--- src/pkg/ufdc_pkg.sv ---
// Constants, types and trigger decoding for the UART FIFO and DMA control block
package ufdc_pkg;
   localparam int unsigned DATA_W = 8;
   localparam int unsigned ADDR_W = 3;
   localparam int unsigned FIFO_DEPTH = 32;
   localparam int unsigned PTR_W = 5;
   localparam int unsigned CNT_W = 6;

   // Register offsets
   localparam logic [2:0] OFS_HOLDING = 3'h0;
   localparam logic [2:0] OFS_INTERRUPT_MASK = 3'h1;
   localparam logic [2:0] OFS_FIFO_CONTROL = 3'h2;
   localparam logic [2:0] OFS_LINE_STATUS = 3'h5;
   localparam logic [2:0] OFS_RX_LEVEL = 3'h6;
   localparam logic [2:0] OFS_TX_LEVEL = 3'h7;

   // fifo_control fields
   localparam int unsigned FC_ENABLE = 0;
   localparam int unsigned FC_RX_CLEAR = 1;
   localparam int unsigned FC_TX_CLEAR = 2;
   localparam int unsigned FC_DMA_MODE = 3;
   localparam int unsigned FC_TX_TRIG_LO = 4;
   localparam int unsigned FC_RX_TRIG_LO = 6;

   // line_status fields
   localparam int unsigned LS_DATA_READY = 0;
   localparam int unsigned LS_OVERRUN = 1;
   localparam int unsigned LS_PARITY = 2;
   localparam int unsigned LS_FRAMING = 3;
   localparam int unsigned LS_BREAK = 4;
   localparam int unsigned LS_TX_EMPTY = 5;
   localparam int unsigned LS_TX_IDLE = 6;
   localparam int unsigned LS_FIFO_ERROR = 7;

   // Reset values
   localparam logic [1:0] RST_TRIG_SEL = 2'h0;
   localparam logic [3:0] RST_INT_MASK = 4'h0;
   localparam logic RST_DMA_MODE = 1'b0;
   localparam logic RST_FIFO_EN = 1'b0;

   // Trigger levels in characters
   localparam logic [5:0] RX_TRIG_0 = 6'h08;
   localparam logic [5:0] RX_TRIG_1 = 6'h10;
   localparam logic [5:0] RX_TRIG_2 = 6'h18;
   localparam logic [5:0] RX_TRIG_3 = 6'h1c;
   localparam logic [5:0] TX_TRIG_0 = 6'h10;
   localparam logic [5:0] TX_TRIG_1 = 6'h08;
   localparam logic [5:0] TX_TRIG_2 = 6'h18;
   localparam logic [5:0] TX_TRIG_3 = 6'h1e;

   typedef struct packed {
      logic brk;
      logic framing;
      logic parity;
      logic [7:0] data;
   } ufdc_rx_char_s;

   function automatic logic [5:0] ufdc_rx_trig(input logic [1:0] sel);
      case (sel)
         2'h0: ufdc_rx_trig = RX_TRIG_0;
         2'h1: ufdc_rx_trig = RX_TRIG_1;
         2'h2: ufdc_rx_trig = RX_TRIG_2;
         default: ufdc_rx_trig = RX_TRIG_3;
      endcase
   endfunction

   function automatic logic [5:0] ufdc_tx_trig(input logic [1:0] sel);
      case (sel)
         2'h0: ufdc_tx_trig = TX_TRIG_0;
         2'h1: ufdc_tx_trig = TX_TRIG_1;
         2'h2: ufdc_tx_trig = TX_TRIG_2;
         default: ufdc_tx_trig = TX_TRIG_3;
      endcase
   endfunction
endpackage

--- src/design/ufdc_fifo.sv ---
// Character FIFO with clear, fill count and single-entry holding mode
`timescale 1ns/1ps
module ufdc_fifo #(
   parameter int unsigned WIDTH = 8
) (
   input wire logic clk,
   input wire logic reset_n,
   input wire logic clear,
   input wire logic single,
   input wire logic push,
   input wire logic [WIDTH-1:0] push_data,
   input wire logic pop,
   output logic [WIDTH-1:0] head,
   output logic [ufdc_pkg::CNT_W-1:0] count,
   output logic full,
   output logic empty
);
   logic [WIDTH-1:0] mem [ufdc_pkg::FIFO_DEPTH];
   logic [ufdc_pkg::PTR_W-1:0] wr_ptr_reg, wr_ptr_next;
   logic [ufdc_pkg::PTR_W-1:0] rd_ptr_reg, rd_ptr_next;
   logic [ufdc_pkg::CNT_W-1:0] count_reg, count_next;
   logic push_ok, pop_ok;

   // Holding-register mode keeps the same storage but stops at one entry
   assign full = single ? (count_reg != '0) : (count_reg == ufdc_pkg::CNT_W'(ufdc_pkg::FIFO_DEPTH));
   assign empty = (count_reg == '0);
   assign push_ok = push && !full;
   assign pop_ok = pop && !empty;
   assign head = mem[rd_ptr_reg];
   assign count = count_reg;

   always_comb begin
      wr_ptr_next = wr_ptr_reg;
      rd_ptr_next = rd_ptr_reg;
      count_next = count_reg;
      if (clear) begin
         wr_ptr_next = '0;
         rd_ptr_next = '0;
         count_next = '0;
      end else begin
         if (push_ok) begin
            wr_ptr_next = wr_ptr_reg + 1'b1;
         end
         if (pop_ok) begin
            rd_ptr_next = rd_ptr_reg + 1'b1;
         end
         count_next = count_reg + ufdc_pkg::CNT_W'(push_ok) - ufdc_pkg::CNT_W'(pop_ok);
      end
   end

   always_ff @(posedge clk or negedge reset_n) begin
      if (!reset_n) begin
         wr_ptr_reg <= '0;
         rd_ptr_reg <= '0;
         count_reg <= '0;
      end else begin
         wr_ptr_reg <= wr_ptr_next;
         rd_ptr_reg <= rd_ptr_next;
         count_reg <= count_next;
      end
   end

   // Storage needs no reset; only the pointers and the count define validity
   always_ff @(posedge clk) begin
      if (push_ok && !clear) begin
         mem[wr_ptr_reg] <= push_data;
      end
   end
endmodule

--- src/design/ufdc_top.sv ---
// FIFO control, line status and DMA ready signalling for one UART channel
`timescale 1ns/1ps
module ufdc_top (
   input wire logic clk,
   input wire logic reset_n,
   input wire logic [ufdc_pkg::ADDR_W-1:0] bus_addr,
   input wire logic [ufdc_pkg::DATA_W-1:0] bus_wdata,
   input wire logic bus_write,
   input wire logic bus_read,
   output logic [ufdc_pkg::DATA_W-1:0] bus_rdata,
   input wire logic rx_char_valid,
   input wire ufdc_pkg::ufdc_rx_char_s rx_char,
   input wire logic rx_timeout,
   output logic tx_char_valid,
   output logic [ufdc_pkg::DATA_W-1:0] tx_char_data,
   input wire logic tx_char_ready,
   input wire logic tx_shift_busy,
   output logic tx_dma_ready_n,
   output logic rx_dma_ready_n,
   output logic rx_data_int,
   output logic tx_empty_int,
   output logic line_status_int
);
   ////////////////////////////////////////////////////////////////////////////
   // Declarations
   logic fifo_en_reg, fifo_en_next;
   logic dma_mode_reg, dma_mode_next;
   logic [1:0] rx_trig_sel_reg, rx_trig_sel_next;
   logic [1:0] tx_trig_sel_reg, tx_trig_sel_next;
   logic [3:0] interrupt_mask_reg, interrupt_mask_next;
   logic overrun_reg, overrun_next;
   logic [ufdc_pkg::CNT_W-1:0] err_count_reg, err_count_next;
   logic tx_hold_reg, tx_hold_next;
   logic rx_act_reg, rx_act_next;
   logic [ufdc_pkg::DATA_W-1:0] rdata_reg, rdata_next;
   logic [ufdc_pkg::DATA_W-1:0] line_status;
   logic fc_write, mask_write, hold_write, hold_read, ls_read;
   logic rx_clear, tx_clear, en_change;
   logic rx_push, rx_pop, tx_push, tx_pop;
   logic rx_full, rx_empty, tx_full, tx_empty;
   logic [ufdc_pkg::CNT_W-1:0] rx_count, tx_count, rx_trig, tx_trig;
   ufdc_pkg::ufdc_rx_char_s rx_head;
   logic head_err, push_err, fifo_mode1;

   ////////////////////////////////////////////////////////////////////////////
   // Bus decode
   assign fc_write = bus_write && (bus_addr == ufdc_pkg::OFS_FIFO_CONTROL);
   assign mask_write = bus_write && (bus_addr == ufdc_pkg::OFS_INTERRUPT_MASK);
   assign hold_write = bus_write && (bus_addr == ufdc_pkg::OFS_HOLDING);
   assign hold_read = bus_read && (bus_addr == ufdc_pkg::OFS_HOLDING);
   assign ls_read = bus_read && (bus_addr == ufdc_pkg::OFS_LINE_STATUS);

   // Switching the FIFOs on or off also empties them, so no stale entries leak
   assign en_change = fc_write && (bus_wdata[ufdc_pkg::FC_ENABLE] != fifo_en_reg);
   // Clear bits act in the write cycle and are never stored, so they read back as zero
   assign rx_clear = en_change || (fc_write && bus_wdata[ufdc_pkg::FC_ENABLE] && bus_wdata[ufdc_pkg::FC_RX_CLEAR]);
   assign tx_clear = en_change || (fc_write && bus_wdata[ufdc_pkg::FC_ENABLE] && bus_wdata[ufdc_pkg::FC_TX_CLEAR]);

   ////////////////////////////////////////////////////////////////////////////
   // FIFOs
   assign rx_push = rx_char_valid && !rx_full;
   assign rx_pop = hold_read && !rx_empty;
   assign tx_push = hold_write && !tx_full;
   assign tx_pop = tx_char_ready && !tx_empty;

   ufdc_fifo #(.WIDTH($bits(ufdc_pkg::ufdc_rx_char_s))) u_rx_fifo (
      .clk(clk),
      .reset_n(reset_n),
      .clear(rx_clear),
      .single(!fifo_en_reg),
      .push(rx_push),
      .push_data(rx_char),
      .pop(rx_pop),
      .head(rx_head),
      .count(rx_count),
      .full(rx_full),
      .empty(rx_empty)
   );

   ufdc_fifo #(.WIDTH(ufdc_pkg::DATA_W)) u_tx_fifo (
      .clk(clk),
      .reset_n(reset_n),
      .clear(tx_clear),
      .single(!fifo_en_reg),
      .push(tx_push),
      .push_data(bus_wdata),
      .pop(tx_pop),
      .head(tx_char_data),
      .count(tx_count),
      .full(tx_full),
      .empty(tx_empty)
   );

   // The shift register sits outside and is never cleared from here
   assign tx_char_valid = !tx_empty;

   ////////////////////////////////////////////////////////////////////////////
   // Status
   assign rx_trig = ufdc_pkg::ufdc_rx_trig(rx_trig_sel_reg);
   assign tx_trig = ufdc_pkg::ufdc_tx_trig(tx_trig_sel_reg);
   assign head_err = !rx_empty && (rx_head.parity || rx_head.framing || rx_head.brk);
   assign push_err = rx_char.parity || rx_char.framing || rx_char.brk;
   assign fifo_mode1 = fifo_en_reg && dma_mode_reg;

   always_comb begin
      line_status = '0;
      line_status[ufdc_pkg::LS_DATA_READY] = !rx_empty;
      line_status[ufdc_pkg::LS_OVERRUN] = overrun_reg;
      line_status[ufdc_pkg::LS_PARITY] = !rx_empty && rx_head.parity;
      line_status[ufdc_pkg::LS_FRAMING] = !rx_empty && rx_head.framing;
      line_status[ufdc_pkg::LS_BREAK] = !rx_empty && rx_head.brk;
      line_status[ufdc_pkg::LS_TX_EMPTY] = tx_empty;
      line_status[ufdc_pkg::LS_TX_IDLE] = tx_empty && !tx_shift_busy;
      line_status[ufdc_pkg::LS_FIFO_ERROR] = (err_count_reg != '0);
   end

   ////////////////////////////////////////////////////////////////////////////
   // Control and status state
   always_comb begin
      fifo_en_next = fifo_en_reg;
      dma_mode_next = dma_mode_reg;
      rx_trig_sel_next = rx_trig_sel_reg;
      tx_trig_sel_next = tx_trig_sel_reg;
      interrupt_mask_next = interrupt_mask_reg;
      overrun_next = overrun_reg;
      err_count_next = err_count_reg;
      if (fc_write) begin
         fifo_en_next = bus_wdata[ufdc_pkg::FC_ENABLE];
         if (bus_wdata[ufdc_pkg::FC_ENABLE]) begin
            dma_mode_next = bus_wdata[ufdc_pkg::FC_DMA_MODE];
            tx_trig_sel_next = bus_wdata[ufdc_pkg::FC_TX_TRIG_LO +: 2];
            rx_trig_sel_next = bus_wdata[ufdc_pkg::FC_RX_TRIG_LO +: 2];
         end
      end
      if (mask_write) begin
         interrupt_mask_next = bus_wdata[3:0];
      end
      // A new overrun in the reading cycle survives the clear
      if (ls_read) begin
         overrun_next = 1'b0;
      end
      if (rx_char_valid && rx_full) begin
         overrun_next = 1'b1;
      end
      if (rx_clear) begin
         err_count_next = '0;
      end else begin
         err_count_next = err_count_reg + ufdc_pkg::CNT_W'(rx_push && push_err)
                          - ufdc_pkg::CNT_W'(rx_pop && head_err);
      end
   end

   always_ff @(posedge clk or negedge reset_n) begin
      if (!reset_n) begin
         fifo_en_reg <= ufdc_pkg::RST_FIFO_EN;
         dma_mode_reg <= ufdc_pkg::RST_DMA_MODE;
         rx_trig_sel_reg <= ufdc_pkg::RST_TRIG_SEL;
         tx_trig_sel_reg <= ufdc_pkg::RST_TRIG_SEL;
         interrupt_mask_reg <= ufdc_pkg::RST_INT_MASK;
         overrun_reg <= 1'b0;
         err_count_reg <= '0;
      end else begin
         fifo_en_reg <= fifo_en_next;
         dma_mode_reg <= dma_mode_next;
         rx_trig_sel_reg <= rx_trig_sel_next;
         tx_trig_sel_reg <= tx_trig_sel_next;
         interrupt_mask_reg <= interrupt_mask_next;
         overrun_reg <= overrun_next;
         err_count_reg <= err_count_next;
      end
   end

   ////////////////////////////////////////////////////////////////////////////
   // DMA ready latches for mode 1
   always_comb begin
      tx_hold_next = tx_hold_reg;
      rx_act_next = rx_act_reg;
      // Hysteresis: stop the controller at full, restart once drained to trigger
      if (tx_full) begin
         tx_hold_next = 1'b1;
      end else if (tx_count <= tx_trig) begin
         tx_hold_next = 1'b0;
      end
      if (rx_empty) begin
         rx_act_next = 1'b0;
      end else if (rx_count >= rx_trig || rx_timeout) begin
         rx_act_next = 1'b1;
      end
      if (!fifo_mode1) begin
         tx_hold_next = 1'b0;
         rx_act_next = 1'b0;
      end
   end

   always_ff @(posedge clk or negedge reset_n) begin
      if (!reset_n) begin
         tx_hold_reg <= 1'b0;
         rx_act_reg <= 1'b0;
      end else begin
         tx_hold_reg <= tx_hold_next;
         rx_act_reg <= rx_act_next;
      end
   end

   // Mode 1 outputs also react to the live level so nothing lags a cycle
   // Latches are gated by the live count, or they would hold a pin one cycle past a drain or clear
   assign tx_dma_ready_n = fifo_mode1 ? (tx_full || (tx_hold_reg && tx_count > tx_trig)) : !tx_empty;
   assign rx_dma_ready_n = fifo_mode1 ? !(!rx_empty && (rx_act_reg || rx_count >= rx_trig)) : rx_empty;

   ////////////////////////////////////////////////////////////////////////////
   // Interrupt conditions for the external priority encoder
   assign rx_data_int = interrupt_mask_reg[0] && (fifo_en_reg ? (rx_count >= rx_trig) : !rx_empty);
   assign tx_empty_int = interrupt_mask_reg[1] && (fifo_en_reg ? (tx_count < tx_trig) : tx_empty);
   assign line_status_int = interrupt_mask_reg[2] && (line_status[4:1] != 4'h0);

   ////////////////////////////////////////////////////////////////////////////
   // Read data, valid only in the cycle after the strobe
   always_comb begin
      rdata_next = '0;
      if (bus_read) begin
         case (bus_addr)
            ufdc_pkg::OFS_HOLDING: rdata_next = rx_empty ? 8'h00 : rx_head.data;
            ufdc_pkg::OFS_INTERRUPT_MASK: rdata_next = {4'h0, interrupt_mask_reg};
            ufdc_pkg::OFS_LINE_STATUS: rdata_next = line_status;
            ufdc_pkg::OFS_RX_LEVEL: rdata_next = {2'h0, rx_count};
            ufdc_pkg::OFS_TX_LEVEL: rdata_next = {2'h0, tx_count};
            default: rdata_next = '0;
         endcase
      end
   end

   always_ff @(posedge clk or negedge reset_n) begin
      if (!reset_n) begin
         rdata_reg <= '0;
      end else begin
         rdata_reg <= rdata_next;
      end
   end

   assign bus_rdata = rdata_reg;

   ////////////////////////////////////////////////////////////////////////////
   // Checks
   property p_ls_ready;
      @(posedge clk) disable iff (!reset_n) ls_read |=> bus_rdata[0] == $past(rx_count != 0);
   endproperty
   a_ls_ready: assert property (p_ls_ready) else $error("data ready bit wrong");

   property p_ls_idle;
      @(posedge clk) disable iff (!reset_n) ls_read |=> bus_rdata[6] == ($past(tx_count == 0) && !$past(tx_shift_busy));
   endproperty
   a_ls_idle: assert property (p_ls_idle) else $error("transmitter idle bit wrong");

   property p_tx_clear;
      @(posedge clk) disable iff (!reset_n) (fc_write && bus_wdata[0] && bus_wdata[2]) |=> tx_count == 0;
   endproperty
   a_tx_clear: assert property (p_tx_clear) else $error("transmit FIFO not emptied");

   property p_rx_clear;
      @(posedge clk) disable iff (!reset_n) (fc_write && bus_wdata[0] && bus_wdata[1]) |=> rx_count == 0;
   endproperty
   a_rx_clear: assert property (p_rx_clear) else $error("receive FIFO not emptied");

   property p_ignore;
      @(posedge clk) disable iff (!reset_n)
         (fc_write && !bus_wdata[0]) |=> $stable(dma_mode_reg) && $stable(rx_trig_sel_reg) && $stable(tx_trig_sel_reg);
   endproperty
   a_ignore: assert property (p_ignore) else $error("control bits taken without enable");

   property p_mode0_ready;
      @(posedge clk) disable iff (!reset_n)
         !fifo_mode1 |-> (rx_dma_ready_n == (rx_count == 0)) && (tx_dma_ready_n == (tx_count != 0));
   endproperty
   a_mode0_ready: assert property (p_mode0_ready) else $error("mode 0 ready pins wrong");

   property p_mode1_full;
      @(posedge clk) disable iff (!reset_n) (fifo_mode1 && tx_count == 6'h20) |-> tx_dma_ready_n;
   endproperty
   a_mode1_full: assert property (p_mode1_full) else $error("transmit ready low while full");

   property p_mode1_rx;
      @(posedge clk) disable iff (!reset_n)
         (fifo_mode1 && !rx_dma_ready_n && rx_count != 0 && !rx_clear && $stable(dma_mode_reg)
          && !(rx_pop && rx_count == 6'h01)) |=> !rx_dma_ready_n;
   endproperty
   a_mode1_rx: assert property (p_mode1_rx) else $error("receive ready released early");

   property p_polled;
      @(posedge clk) disable iff (!reset_n)
         (interrupt_mask_reg == 4'h0) |-> !rx_data_int && !tx_empty_int && !line_status_int;
   endproperty
   a_polled: assert property (p_polled) else $error("interrupt raised in polled mode");
endmodule

--- config.mk ---
export PLATFORM = sky130hd
export DESIGN_NAME = ufdc_top
export DESIGN_NICKNAME = d
export VERILOG_FILES = /design/src/pkg/ufdc_pkg.sv /design/src/design/ufdc_fifo.sv /design/src/design/ufdc_top.sv
export SDC_FILE = /design/constraint.sdc
export NUM_CORES = 1
export LEC_CHECK = 0
export ABC_AREA = 0
export BUFFER_PORTS_ARGS = -buffer_cell sky130_fd_sc_hd__buf_4
export CORE_ASPECT_RATIO = 0.7
export CORE_MARGIN = 2
export CORE_UTILIZATION = 50
export DETAILED_ROUTE_END_ITERATION = 8
export GPL_ROUTABILITY_DRIVEN = 0
export PLACE_DENSITY = 0.66
export RECOVER_POWER = 25
export SLEW_MARGIN = 20
export SYNTH_ARGS = -nofsm -noshare
export SYNTH_HDL_FRONTEND = slang
export SYNTH_SLANG_ARGS = --single-unit
--- constraint.sdc ---
create_clock -name clk -period 4 [get_ports clk]
set_input_delay 0.2 -clock clk [delete_from_list [all_inputs] [get_ports clk]]
set_output_delay 0.2 -clock clk [all_outputs]
set_load 0.005 [all_outputs]
-- Word level (Yosys, flattened, before mapping)
Memories as Yosys holds them, arrays and structs flattened.
Cells that the tools add are included.
- order comparisons: 4
- multiplexer cells: 34
- reductions and logical operators: 65
- add/subtract/negate cells: 10
- equality and inequality tests: 14
- operators with widths (operator ; count):
    two-way mux 5 bit ; 8
    one-hot mux 8 bit (5 select lines) ; 1
    logical AND 1 bit ; 33
    one-hot mux 5 bit (3 select lines) ; 2
    adder 5 x 1 -> 5 bit (second input constant) ; 4
    adder 6 x 1 -> 6 bit ; 3
    two-way mux 1 bit ; 18
    two-way mux 6 bit ; 3
    nonzero test 6 bit ; 3
    subtractor 6 x 1 -> 6 bit ; 3
    two-way mux 8 bit ; 2
    equality test 6 bit (second input constant) ; 2
    logical NOT 6 bit ; 2
    nonzero test 2 bit ; 5
    equality test 3 bit (second input constant) ; 3
    logical OR 1 bit ; 9
    logical NOT 1 bit ; 8
    greater-or-equal comparator 6 bit ; 1
    > comparator 6 bit ; 1
    less-or-equal comparator 6 bit ; 1
    less-than comparator 6 bit ; 1
    != test 3 x 2 -> 1 bit (second input constant) ; 2
    equality test 2 x 1 -> 1 bit (second input constant) ; 2
    equality test 2 bit (second input constant) ; 2
    7 further kinds ; 8
- bits of input ports: 30
- bits in registers: 59
- output and inout port bits: 22
- bits in writable memories: 608
- memories: 2
- memories (memory ; depth ; width ; rd ports ; clocked after Yosys merged registers in ; wr ports ; RTL line ; RTL):
    u_rx_fifo.mem ; 32 ; 11 ; 1 ; 0 ; 1 ; ufdc_fifo.sv:18 ; logic [WIDTH-1:0] mem [ufdc_pkg::FIFO_DEPTH];
    u_tx_fifo.mem ; 32 ; 8 ; 1 ; 0 ; 1 ; ufdc_fifo.sv:18 ;

-- Longest topological paths before layout
Gate-level depths: netlist (run 1).
- depth in word-level cells: 9
- depth in mapped cells: 19

-- Hierarchy
A second synthesis (run 1) with hierarchy kept.
- cell total of the unflattened synthesis: 1502
- area total of the unflattened synthesis: 27382.5 sq um
- by module, submodules not included (module ; area each (sq um) ; instances ; cells each ; sequential area each (sq um)):
    ufdc_fifo at u_rx_fifo ; 14559.0 ; 1 ; 730 ; 10970.5
    ufdc_fifo at u_tx_fifo ; 10984.3 ; 1 ; 580 ; 8087.8
    ufdc_top ; 1839.3 ; 1 ; 192 ; 675.6

-- Worst setup path before layout (run 1)
Ideal clock, no wire load.
- path type: reg2reg
- start point: register u_rx_fifo.rd_ptr_reg[0] (netlist bit)
- end point: register err_count_reg[4] (netlist bit)
- data required time: 3.868 ns
- cell stages (with the launch flop): 20
- clock period less this slack: 3.315 ns
- library setup time: 0.132 ns
- slack: 0.685 ns
- arrival time: 3.183 ns
- cells stage by stage: dfrtp_1 -> buf_4 -> buf_6 -> buf_6 -> buf_2 -> mux2i_1 -> nand2_1 -> nand3_1 -> nand4_1 -> nor3_1 -> nor2_1 -> ha_1 -> inv_1 -> ha_1 -> fa_1 -> a21oi_1 -> nor2_1 -> nor2_1 -> xor2_1 -> nor2_1
- cells in the longest elaborated chain, start to end: 7
- ends and longest elaborated chain (element ; RTL line ; RTL):
    start: declaration ; ufdc_fifo.sv:20 ; logic [ufdc_pkg::PTR_W-1:0] rd_ptr_reg, rd_ptr_next;
    start signal: assignment ; ufdc_fifo.sv:58 ; rd_ptr_reg <= rd_ptr_next;
    memory read (32 x 11 bit) (*) ; -- ;
    logical OR 1 bit ; ufdc_top.sv:101 ; assign head_err = !rx_empty && (rx_head.parity || rx_head.framing || rx_head.brk);
    logical OR 1 bit (*) ; ufdc_top.sv:101 ;
    logical AND 1 bit (*) ; ufdc_top.sv:101 ;
    logical AND 1 bit (*) ; ufdc_top.sv:149 ; - ufdc_pkg::CNT_W'(rx_pop && head_err);
    subtractor 6 x 1 -> 6 bit (*) ; ufdc_top.sv:149 ;
    two-way mux 6 bit (*) ; ufdc_top.sv:145 ; if (rx_clear) begin
    net err_count_next, one bit ; ufdc_top.sv:32 ; logic [ufdc_pkg::CNT_W-1:0] err_count_reg, err_count_next;
    end signal: assignment ; ufdc_top.sv:169 ; err_count_reg <= err_count_next;
    end: declaration ; ufdc_top.sv:32 ;
The timed path passes the listed nets; every way through them passes the cells marked *.
A chain may end at the register's enable or synchronous reset.

-- Worst setup path in the final report (run 1)
- start point: register u_rx_fifo.rd_ptr_reg[4] (netlist bit)
- end point: register err_count_reg[4] (netlist bit)
The elaborated chain is that of the path after synthesis.

==> results of run 1 <==
synth_stat cells, drive strengths merged (4+ instances only):
cell and instances:
edfxtp 608, nand3b 6, and2 11, o211ai 6
nand2b 6, mux2i 45, a21oi 18, mux2 18
xnor2 12, a22o 4, clkbuf 35, inv 35
a22oi 22, nand2 51, dfrtp 59, mux4 161
or3b 4, o31ai 4, buf 32, o21ai 16
nor2 115, nand4 10, xor2 14, nand3 12
ha 43, nor2b 16
cell type report:
| cell class | count | share of cell area |
|---|---|---|
| sequential | 667 | 0.6344 |
| inverter | 36 | 0.004342 |
| timing repair buffer | 164 | 0.04153 |
| clock buffer | 73 | 0.05214 |
| multi-input combinational | 639 | 0.2228 |
| clock inverter | 41 | 0.01544 |
| tap | 730 | 0.02935 |
kinds of logic (layout without fill, tap and decap cells):
group / after synthesis / after routing
AO/OA/AOI/OAI: 94 / 94
XOR/XNOR: 26 / 26
adder cells (fa/ha/maj): 46 / 46
buffers and inverters: 103 / 314
flip-flops: 667 / 667
multiplexers: 224 / 224
AND/OR/NAND/NOR: 249 / 249
metal layers:
metal  wire [um]  track usage  vias to the layer above  share of wire
met5          13            0                        -        0.00022
met4        1030      0.05252                        2          0.017
met3        5833      0.05485                       79          0.097
met2       25030       0.2973                      547           0.42
met1       27920       0.3566                     7168           0.47
li1            -            -                     5957              -
power groups by stage:
stage	Combinational (W)	Clock (W)	Sequential [W]
4_1_cts	0.00489	0.00614	0.00840
6_report	0.00491	0.00604	0.00838
3_3_place_gp	0.00479	0	0.00854
3_5_place_dp	0.00485	0	0.00854
2_1_floorplan	0.00355	0	0.00818
5_1_grt	0.00535	0.00640	0.00843
final timing paths:
kind,from,end,cells after the start
setup / recovery,u_rx_fifo.rd_ptr_reg[4],err_count_reg[4],15
setup reg to reg,u_rx_fifo.rd_ptr_reg[4],err_count_reg[4],15
min in group asynchronous,reset_n,u_tx_fifo.count[3],2
hold reg to reg,rx_act_reg,rx_act_reg,1
max in group asynchronous,reset_n,u_rx_fifo.rd_ptr_reg[0],2
hold / removal,bus_addr[1],u_tx_fifo.wr_ptr_reg[1],4
per-stage QoR:
step | power (W) | instance area (um2) | setup slack (ns) | util
after detailed placement | 0.01339 | 28840 | 0.1846 | 0.5374
final | 0.01932 | 31120 | 0.2947 | 0.5800
after global placement | 0.01332 | 28840 | 0.2196 | 0.5374
after CTS | 0.01943 | 31130 | 0.09561 | 0.5801
after global routing | 0.02018 | 31120 | 0.01651 | 0.5800
after floorplan | 0.01173 | 27140 | 0.6851 | -
worst max-delay path: cells and delay by family (launching register included):
| kind | cells | cell delay, ns |
|---|---|---|
| flops | 1 | 0.71 |
| simple gates | 7 | 1.20 |
| compound gates | 3 | 0.54 |
| xor+xnor | 1 | 0.15 |
| fa+ha+maj | 3 | 0.92 |
| buf+inv | 1 | 0.04 |
repair_timing:
action                                 4_1_cts  5_1_grt
endpoints found under the hold margin      209        0
buffers inserted                             0        4
gates resized for setup                      0        1
hold buffers                                19        0
setup endpoints to repair                    0        2
==> flow_metrics.py, run 1 <==
metrics = {
    "setup_path": {
        "critPathMostFrequentCell": "nor2_1",
        "endpoint_kind": "register",
        "max_stage_delay_ns": 0.71,
        "critical_path_class": "reg2reg",
        "arrival_ns": 4.21,
        "slowest_stage": "dfrtp_1",
        "cp_cell_sequence": "nor3b_1 > a221oi_1 > o211ai_1 > nand3_1 > nor3_1 > nor2_1 > ha_1 > inv_1 > ha_1 > fa_1 > a21oi_1 > nor2_1 > nor2_1 > xor2_1 > nor2_1",
        "required_ns": 4.50,
        "critPathLaunchType": "register",
        "path_max_fanout": 15,
        "r2r_slack_ns": 0.29,
    },
    "drt": {
        "avgViaCountPerCell": 5.852,
        "wl_per_cell_um": 25.46,
        "dr_total_vias": 13750,
        "dr.pass1.iters": 5,
        "wirelength_mm": 59.83,
        "detail-route-antenna-nets": 0,
        "drc": 0,
        "drt_iter0_drc": 1740,
    },
    "yosys": {
        "synthMuxAreaShare": 0.1577,
        "ys.flop_type": "edfxtp_1",
        "yosysSeqAreaShare": 0.7271,
        "synthCells": 1409,
        "synthAdderAreaFrac": 0.02204,
        "synth_top_area_cell": "edfxtp_1",
        "synth.avg_cell_area_um2": 19.26,
        "synth_cell_types": 56,
        "ys_warn_count": 0,
        "synth_top_family_by_area": "multiplexers",
        "async_flop_share": 0.08846,
        "synth_compound_gate_area_share": 0.02337,
        "yosys.area_share.simple": 0.04398,
        "synth_top_area_share": 0.6727,
        "synth_area_leaders": "edfxtp_1, mux4_2, dfrtp_1",
        "syn_area_um2": 27140,
        "syn_nets": 1485,
        "ys_seq_elements": 667,
        "synth_edf_count": 608,
        "synth_xor_area_frac": 0.008391,
    },
    "cells_and_area": {
        "antennaDiodeCount": 0,
        "multi_input_area_um2": 6933,
        "area_growth_syn_to_layout_pct": 14.67,
        "nets": 1645,
        "final_cell_mix": "edfxtp_1, mux4_2, buf_4",
        "largest_register_ffs": 352,
        "layout_commonest_cell": "edfxtp_1",
        "regMostFlops": "u_rx_fifo.mem",
        "instances_no_fill": 2350,
        "fillers": 3950,
        "regArea_um2": 19750,
        "drive_above_1_share": 0.2630,
    },
    "power_and_ir_drop": {
        "p_leak_nw": 10.41,
        "cellInternalPower_w": 0.01388,
        "powerDensity_nw_per_um2": 620.9,
        "sequentialPowerShare": 0.434,
        "switching_share": 0.2820,
        "clkPwrFrac": 0.312,
        "p_sw_w": 0.005449,
        "peakVddDrop_mv": 0.5936,
        "pwr-share-comb": 0.254,
    },
    "floorplanning": {
        "fp-row-count": 71,
        "die_area_um2": 56190,
        "die_x_um": 282.5,
        "die_h_um": 198.9,
        "ios": 52,
        "start_util": 0.5058,
        "core_area_um2": 53660,
    },
    "timing": {
        "timing.final.crit_share": 0.9263,
        "setup-violations-final": 0,
        "finalSetupTns_ns": 0,
        "fin_worst_skew_ns": 0.02428,
        "worst_pin_slew_ns": 1.819,
        "fmax_mhz": 269.9,
        "period_minus_slack_ns": 3.705,
        "relSlewSlack": -0.2126,
        "finalHoldViolCount": 0,
        "slew_viol_final": 404,
        "hold_ws_ns": 0.04534,
        "rsz0062_at_grt": "false",
    },
    "clock_network": {
        "cts_tree": "built",
        "clk_pin_slew_ns": 0.07,
        "clockRootBuffer": "clkbuf_16",
        "cts_sinks": 667,
        "numCtsBuffers": 61,
        "h-tree-depth": 2,
        "clock_latency_ns": 0.62,
        "cts_buffer_depth": 3,
    },
    "global_routing": {
        "antenna_found_initial": 2,
        "grt_pass1_wl_mm": 88.96,
        "grt.overflow.total": 0,
        "grt_max_degree": 60,
        "grt_pass1_vias": 13720,
        "grt_use_total": 0.2199,
    },
    "flow_run": {
        "cap_violations": 12,
    },
    "place": {
        "dpl.cell_count": 2213,
        "portBuffers": 51,
        "post-dp-hpwl_mm": 38.80,
    },
    "run_status": {
        "status": "complete, but fails checks",
        "failed_checks": "capacitance limit, slew limit",
    },
    "min_path": {
        "hold_path.class": "in2reg",
    },
}
(Power assumes the default switching activity.)
==> run 2: changes to the inputs <==
- SYNTH_HIERARCHICAL: unset -> 1
==> run 2 against run 1 <==
  * Non-clock buffer count increased by 15
  * Final cell count increased by 4.1%
  * Via count increased by 7.4%
  * Core utilization increased by 0.22 points
  * Register-to-register slack got worse by 0.18 ns
  * Synthesized area increased by 0.89%
  * The flow still finishes with violations (capacitance limit, slew limit)
  * Power increased by 3.2%
  * Die area increased by 0.88%
  * Count of clock-buffer cells in the layout decreased by 2
  * Largest cell class unchanged
==> flow_metrics.py, run 2 <==
metrics = {
    "floorplanning": {
        "die_area_um2": 56680,
        "start_util": 0.5078,
        "core_area_um2": 53920,
        "ios": 52,
        "fp-row-count": 71,
        "die_x_um": 283.7,
        "die_h_um": 199.8,
    },
    "timing": {
        "fmax_mhz": 257.7,
        "slew_viol_final": 437,
        "setup-violations-final": 0,
        "fin_worst_skew_ns": 0.01296,
        "timing.final.crit_share": 0.9701,
        "relSlewSlack": -0.2051,
        "finalHoldViolCount": 0,
        "rsz0062_at_grt": "false",
        "period_minus_slack_ns": 3.880,
        "finalSetupTns_ns": 0,
        "worst_pin_slew_ns": 1.808,
    },
    "yosys": {
        "syn_area_um2": 27380,
        "yosysSeqAreaShare": 0.7207,
        "yosysMostFrequentCell": "edfxtp_1",
        "syn_nets": 1578,
        "synth_edf_count": 608,
        "async_flop_share": 0.08846,
        "synth_cell_types": 70,
        "ys_warn_count": 6,
        "synthCells": 1502,
        "synth_commonest_cells": "edfxtp_1, mux4_2, nor2_1",
        "synth_top_area_cell": "edfxtp_1",
        "synth_top_area_share": 0.6668,
        "ys_seq_elements": 667,
        "synth.avg_cell_area_um2": 18.23,
        "ys.flop_type": "edfxtp_1",
        "synth_area_leaders": "edfxtp_1, mux4_2, dfrtp_1",
    },
    "drt": {
        "avgViaCountPerCell": 6.041,
        "dr.pass1.iters": 5,
        "wirelength_mm": 63.41,
        "dr_total_vias": 14780,
        "detail-route-antenna-nets": 0,
        "drt_iter0_drc": 1545,
        "drc": 0,
        "wl_per_cell_um": 25.92,
    },
    "setup_path": {
        "arrival_ns": 4.38,
        "slowest_stage": "dfrtp_4",
        "critical_path_class": "reg2reg",
        "cp_cell_sequence": "buf_4 > mux4_2 > mux4_2 > nor2_1 > a21oi_1 > nor3_2 > nor2b_1 > ha_1 > inv_1 > ha_1 > fa_1 > a21oi_1 > o21bai_1 > xnor2_1 > nor2_1",
        "path_max_fanout": 15,
        "cpLargestDelayFamily": "multiplexers",
        "r2r_slack_ns": 0.12,
        "critPathLaunchType": "register",
        "max_stage_delay_ns": 0.57,
        "endpoint_kind": "register",
        "required_ns": 4.50,
        "path_buf_inv": 2,
    },
    "clock_network": {
        "clk_pin_slew_ns": 0.07,
        "cts_tree": "built",
        "cts_buffer_depth": 3,
        "numCtsBuffers": 60,
        "clock_latency_ns": 0.63,
        "h-tree-depth": 2,
        "clockRootBuffer": "clkbuf_16",
        "cts_sinks": 667,
    },
    "run_status": {
        "failed_checks": "capacitance limit, slew limit",
        "status": "complete, but fails checks",
    },
    "cells_and_area": {
        "layout_commonest_cell": "edfxtp_1",
        "largest_register_ffs": 352,
        "fillers": 4049,
        "regMostFlops": "u_rx_fifo/mem",
        "final_core_util": 0.5822,
        "area_growth_syn_to_layout_pct": 14.65,
        "final_cell_mix": "edfxtp_1, buf_4, mux4_2",
        "nets": 1742,
        "drive_above_1_share": 0.2362,
    },
    "power_and_ir_drop": {
        "cellInternalPower_w": 0.01419,
        "switching_share": 0.2884,
        "p_leak_nw": 10.64,
        "pwr-share-comb": 0.269,
        "sequentialPowerShare": 0.417,
        "total_power_w": 0.01994,
        "powerDensity_nw_per_um2": 635.1,
        "clkPwrFrac": 0.314,
        "peakVddDrop_mv": 0.3553,
        "p_sw_w": 0.005750,
    },
    "flow_run": {
        "cap_violations": 13,
    },
    "global_routing": {
        "grt_pass1_wl_mm": 94.70,
        "grt_pass1_vias": 14490,
        "grt_use_total": 0.2276,
        "grt_max_degree": 60,
        "antenna_found_initial": 1,
        "grt.overflow.total": 0,
    },
    "min_path": {
        "hold_path.class": "in2reg",
    },
    "place": {
        "portBuffers": 51,
        "post-dp-hpwl_mm": 41.56,
    },
}
run 2: area by class of cell:
class | instances | area [um2] | share of cell area
flip-flops and latches | 667 | 19740 | 0.6289
repair buffers | 179 | 1370 | 0.04364
inverters | 49 | 183.9 | 0.005859
well taps | 730 | 913.4 | 0.02909
clock inverters | 40 | 563.0 | 0.01793
multi-input cells | 709 | 7033 | 0.2240
clock buffers | 71 | 1585 | 0.05050
diodes | 1 | 2.502 | 0.00007971
run 2: final timing paths:
path                                            to  cells after the start                    start
min                           u_tx_fifo/mem[30][0]                      1             bus_wdata[0]
max reg2reg                       err_count_reg[4]                     15  u_rx_fifo/rd_ptr_reg[0]
min in group asynchronous       u_tx_fifo/count[0]                      2                  reset_n
max in group asynchronous  u_rx_fifo/rd_ptr_reg[0]                      2                  reset_n
min reg2reg                  interrupt_mask_reg[3]                      1    interrupt_mask_reg[3]
max                               err_count_reg[4]                     15  u_rx_fifo/rd_ptr_reg[0]
run 2: routing by layer:
layer	share of wire	GRT usage	routed length, um
met1	0.47	0.3650	29540
met2	0.41	0.3031	26140
met3	0.10	0.06875	6645
met4	0.017	0.05232	1074
met5	0.00019	0	12
run 2: kinds of logic (layout without fill, tap and decap cells):
| kind of cell | Yosys count | count (layout) | share of synthesized area |
|---|---|---|---|
| flip-flops | 667 | 667 | 0.7207 |
| AND/OR/NAND/NOR | 233 | 233 | 0.04245 |
| AO/OA/AOI/OAI | 209 | 209 | 0.05776 |
| multiplexers | 203 | 203 | 0.1287 |
| buffers and inverters | 126 | 339 | 0.02285 |
| adder cells (fa/ha/maj) | 46 | 46 | 0.02184 |
| XOR/XNOR | 18 | 18 | 0.005758 |
| other | 0 | 1 | 0 |
run 2: repair_timing:
item | in CTS | in global routing
setup buffers | 0 | 7
hold buffers | 10 | 0
gates resized for setup | 0 | 1
endpoints found under the hold margin | 174 | 0
endpoints found under the setup margin | 0 | 1
run 2: power by group through the flow:
| stage | sequential [W] | combinational [W] | clock (W) |
|---|---|---|---|
| after floorplan | 0.00815 | 0.00390 | 0 |
| after global placement | 0.00846 | 0.00520 | 0 |
| after detailed placement | 0.00847 | 0.00528 | 0 |
| final | 0.00832 | 0.00537 | 0.00625 |
| after CTS | 0.00832 | 0.00532 | 0.00634 |
| after global routing | 0.00836 | 0.00580 | 0.00662 |
run 2: metrics by stage:
step / cells / hold WS [ns] / worst slack, ns / instance area (um2)
3_3_place_gp: 2317 / 0.3394 / 0.1276 / 29130
4_1_cts: 2438 / 0.006973 / 0.07370 / 31380
2_1_floorplan: 1502 / -0.09559 / 0.5366 / 27380
3_5_place_dp: 2317 / 0.3520 / 0.09840 / 29130
5_1_grt: 2445 / 0.05386 / 0.0006368 / 31390
6_report: 2446 / 0.06077 / 0.1196 / 31390
run 2: worst register-to-register path, stage by stage (launching register included):
cell      delay (ns)
dfrtp_4         0.57
buf_4           0.17
mux4_2          0.48
mux4_2          0.48
nor2_1          0.15
a21oi_1         0.09
nor3_2          0.27
nor2b_1         0.09
ha_1            0.28
inv_1           0.04
ha_1            0.20
fa_1            0.44
a21oi_1         0.18
o21bai_1        0.10
xnor2_1         0.17
nor2_1          0.06
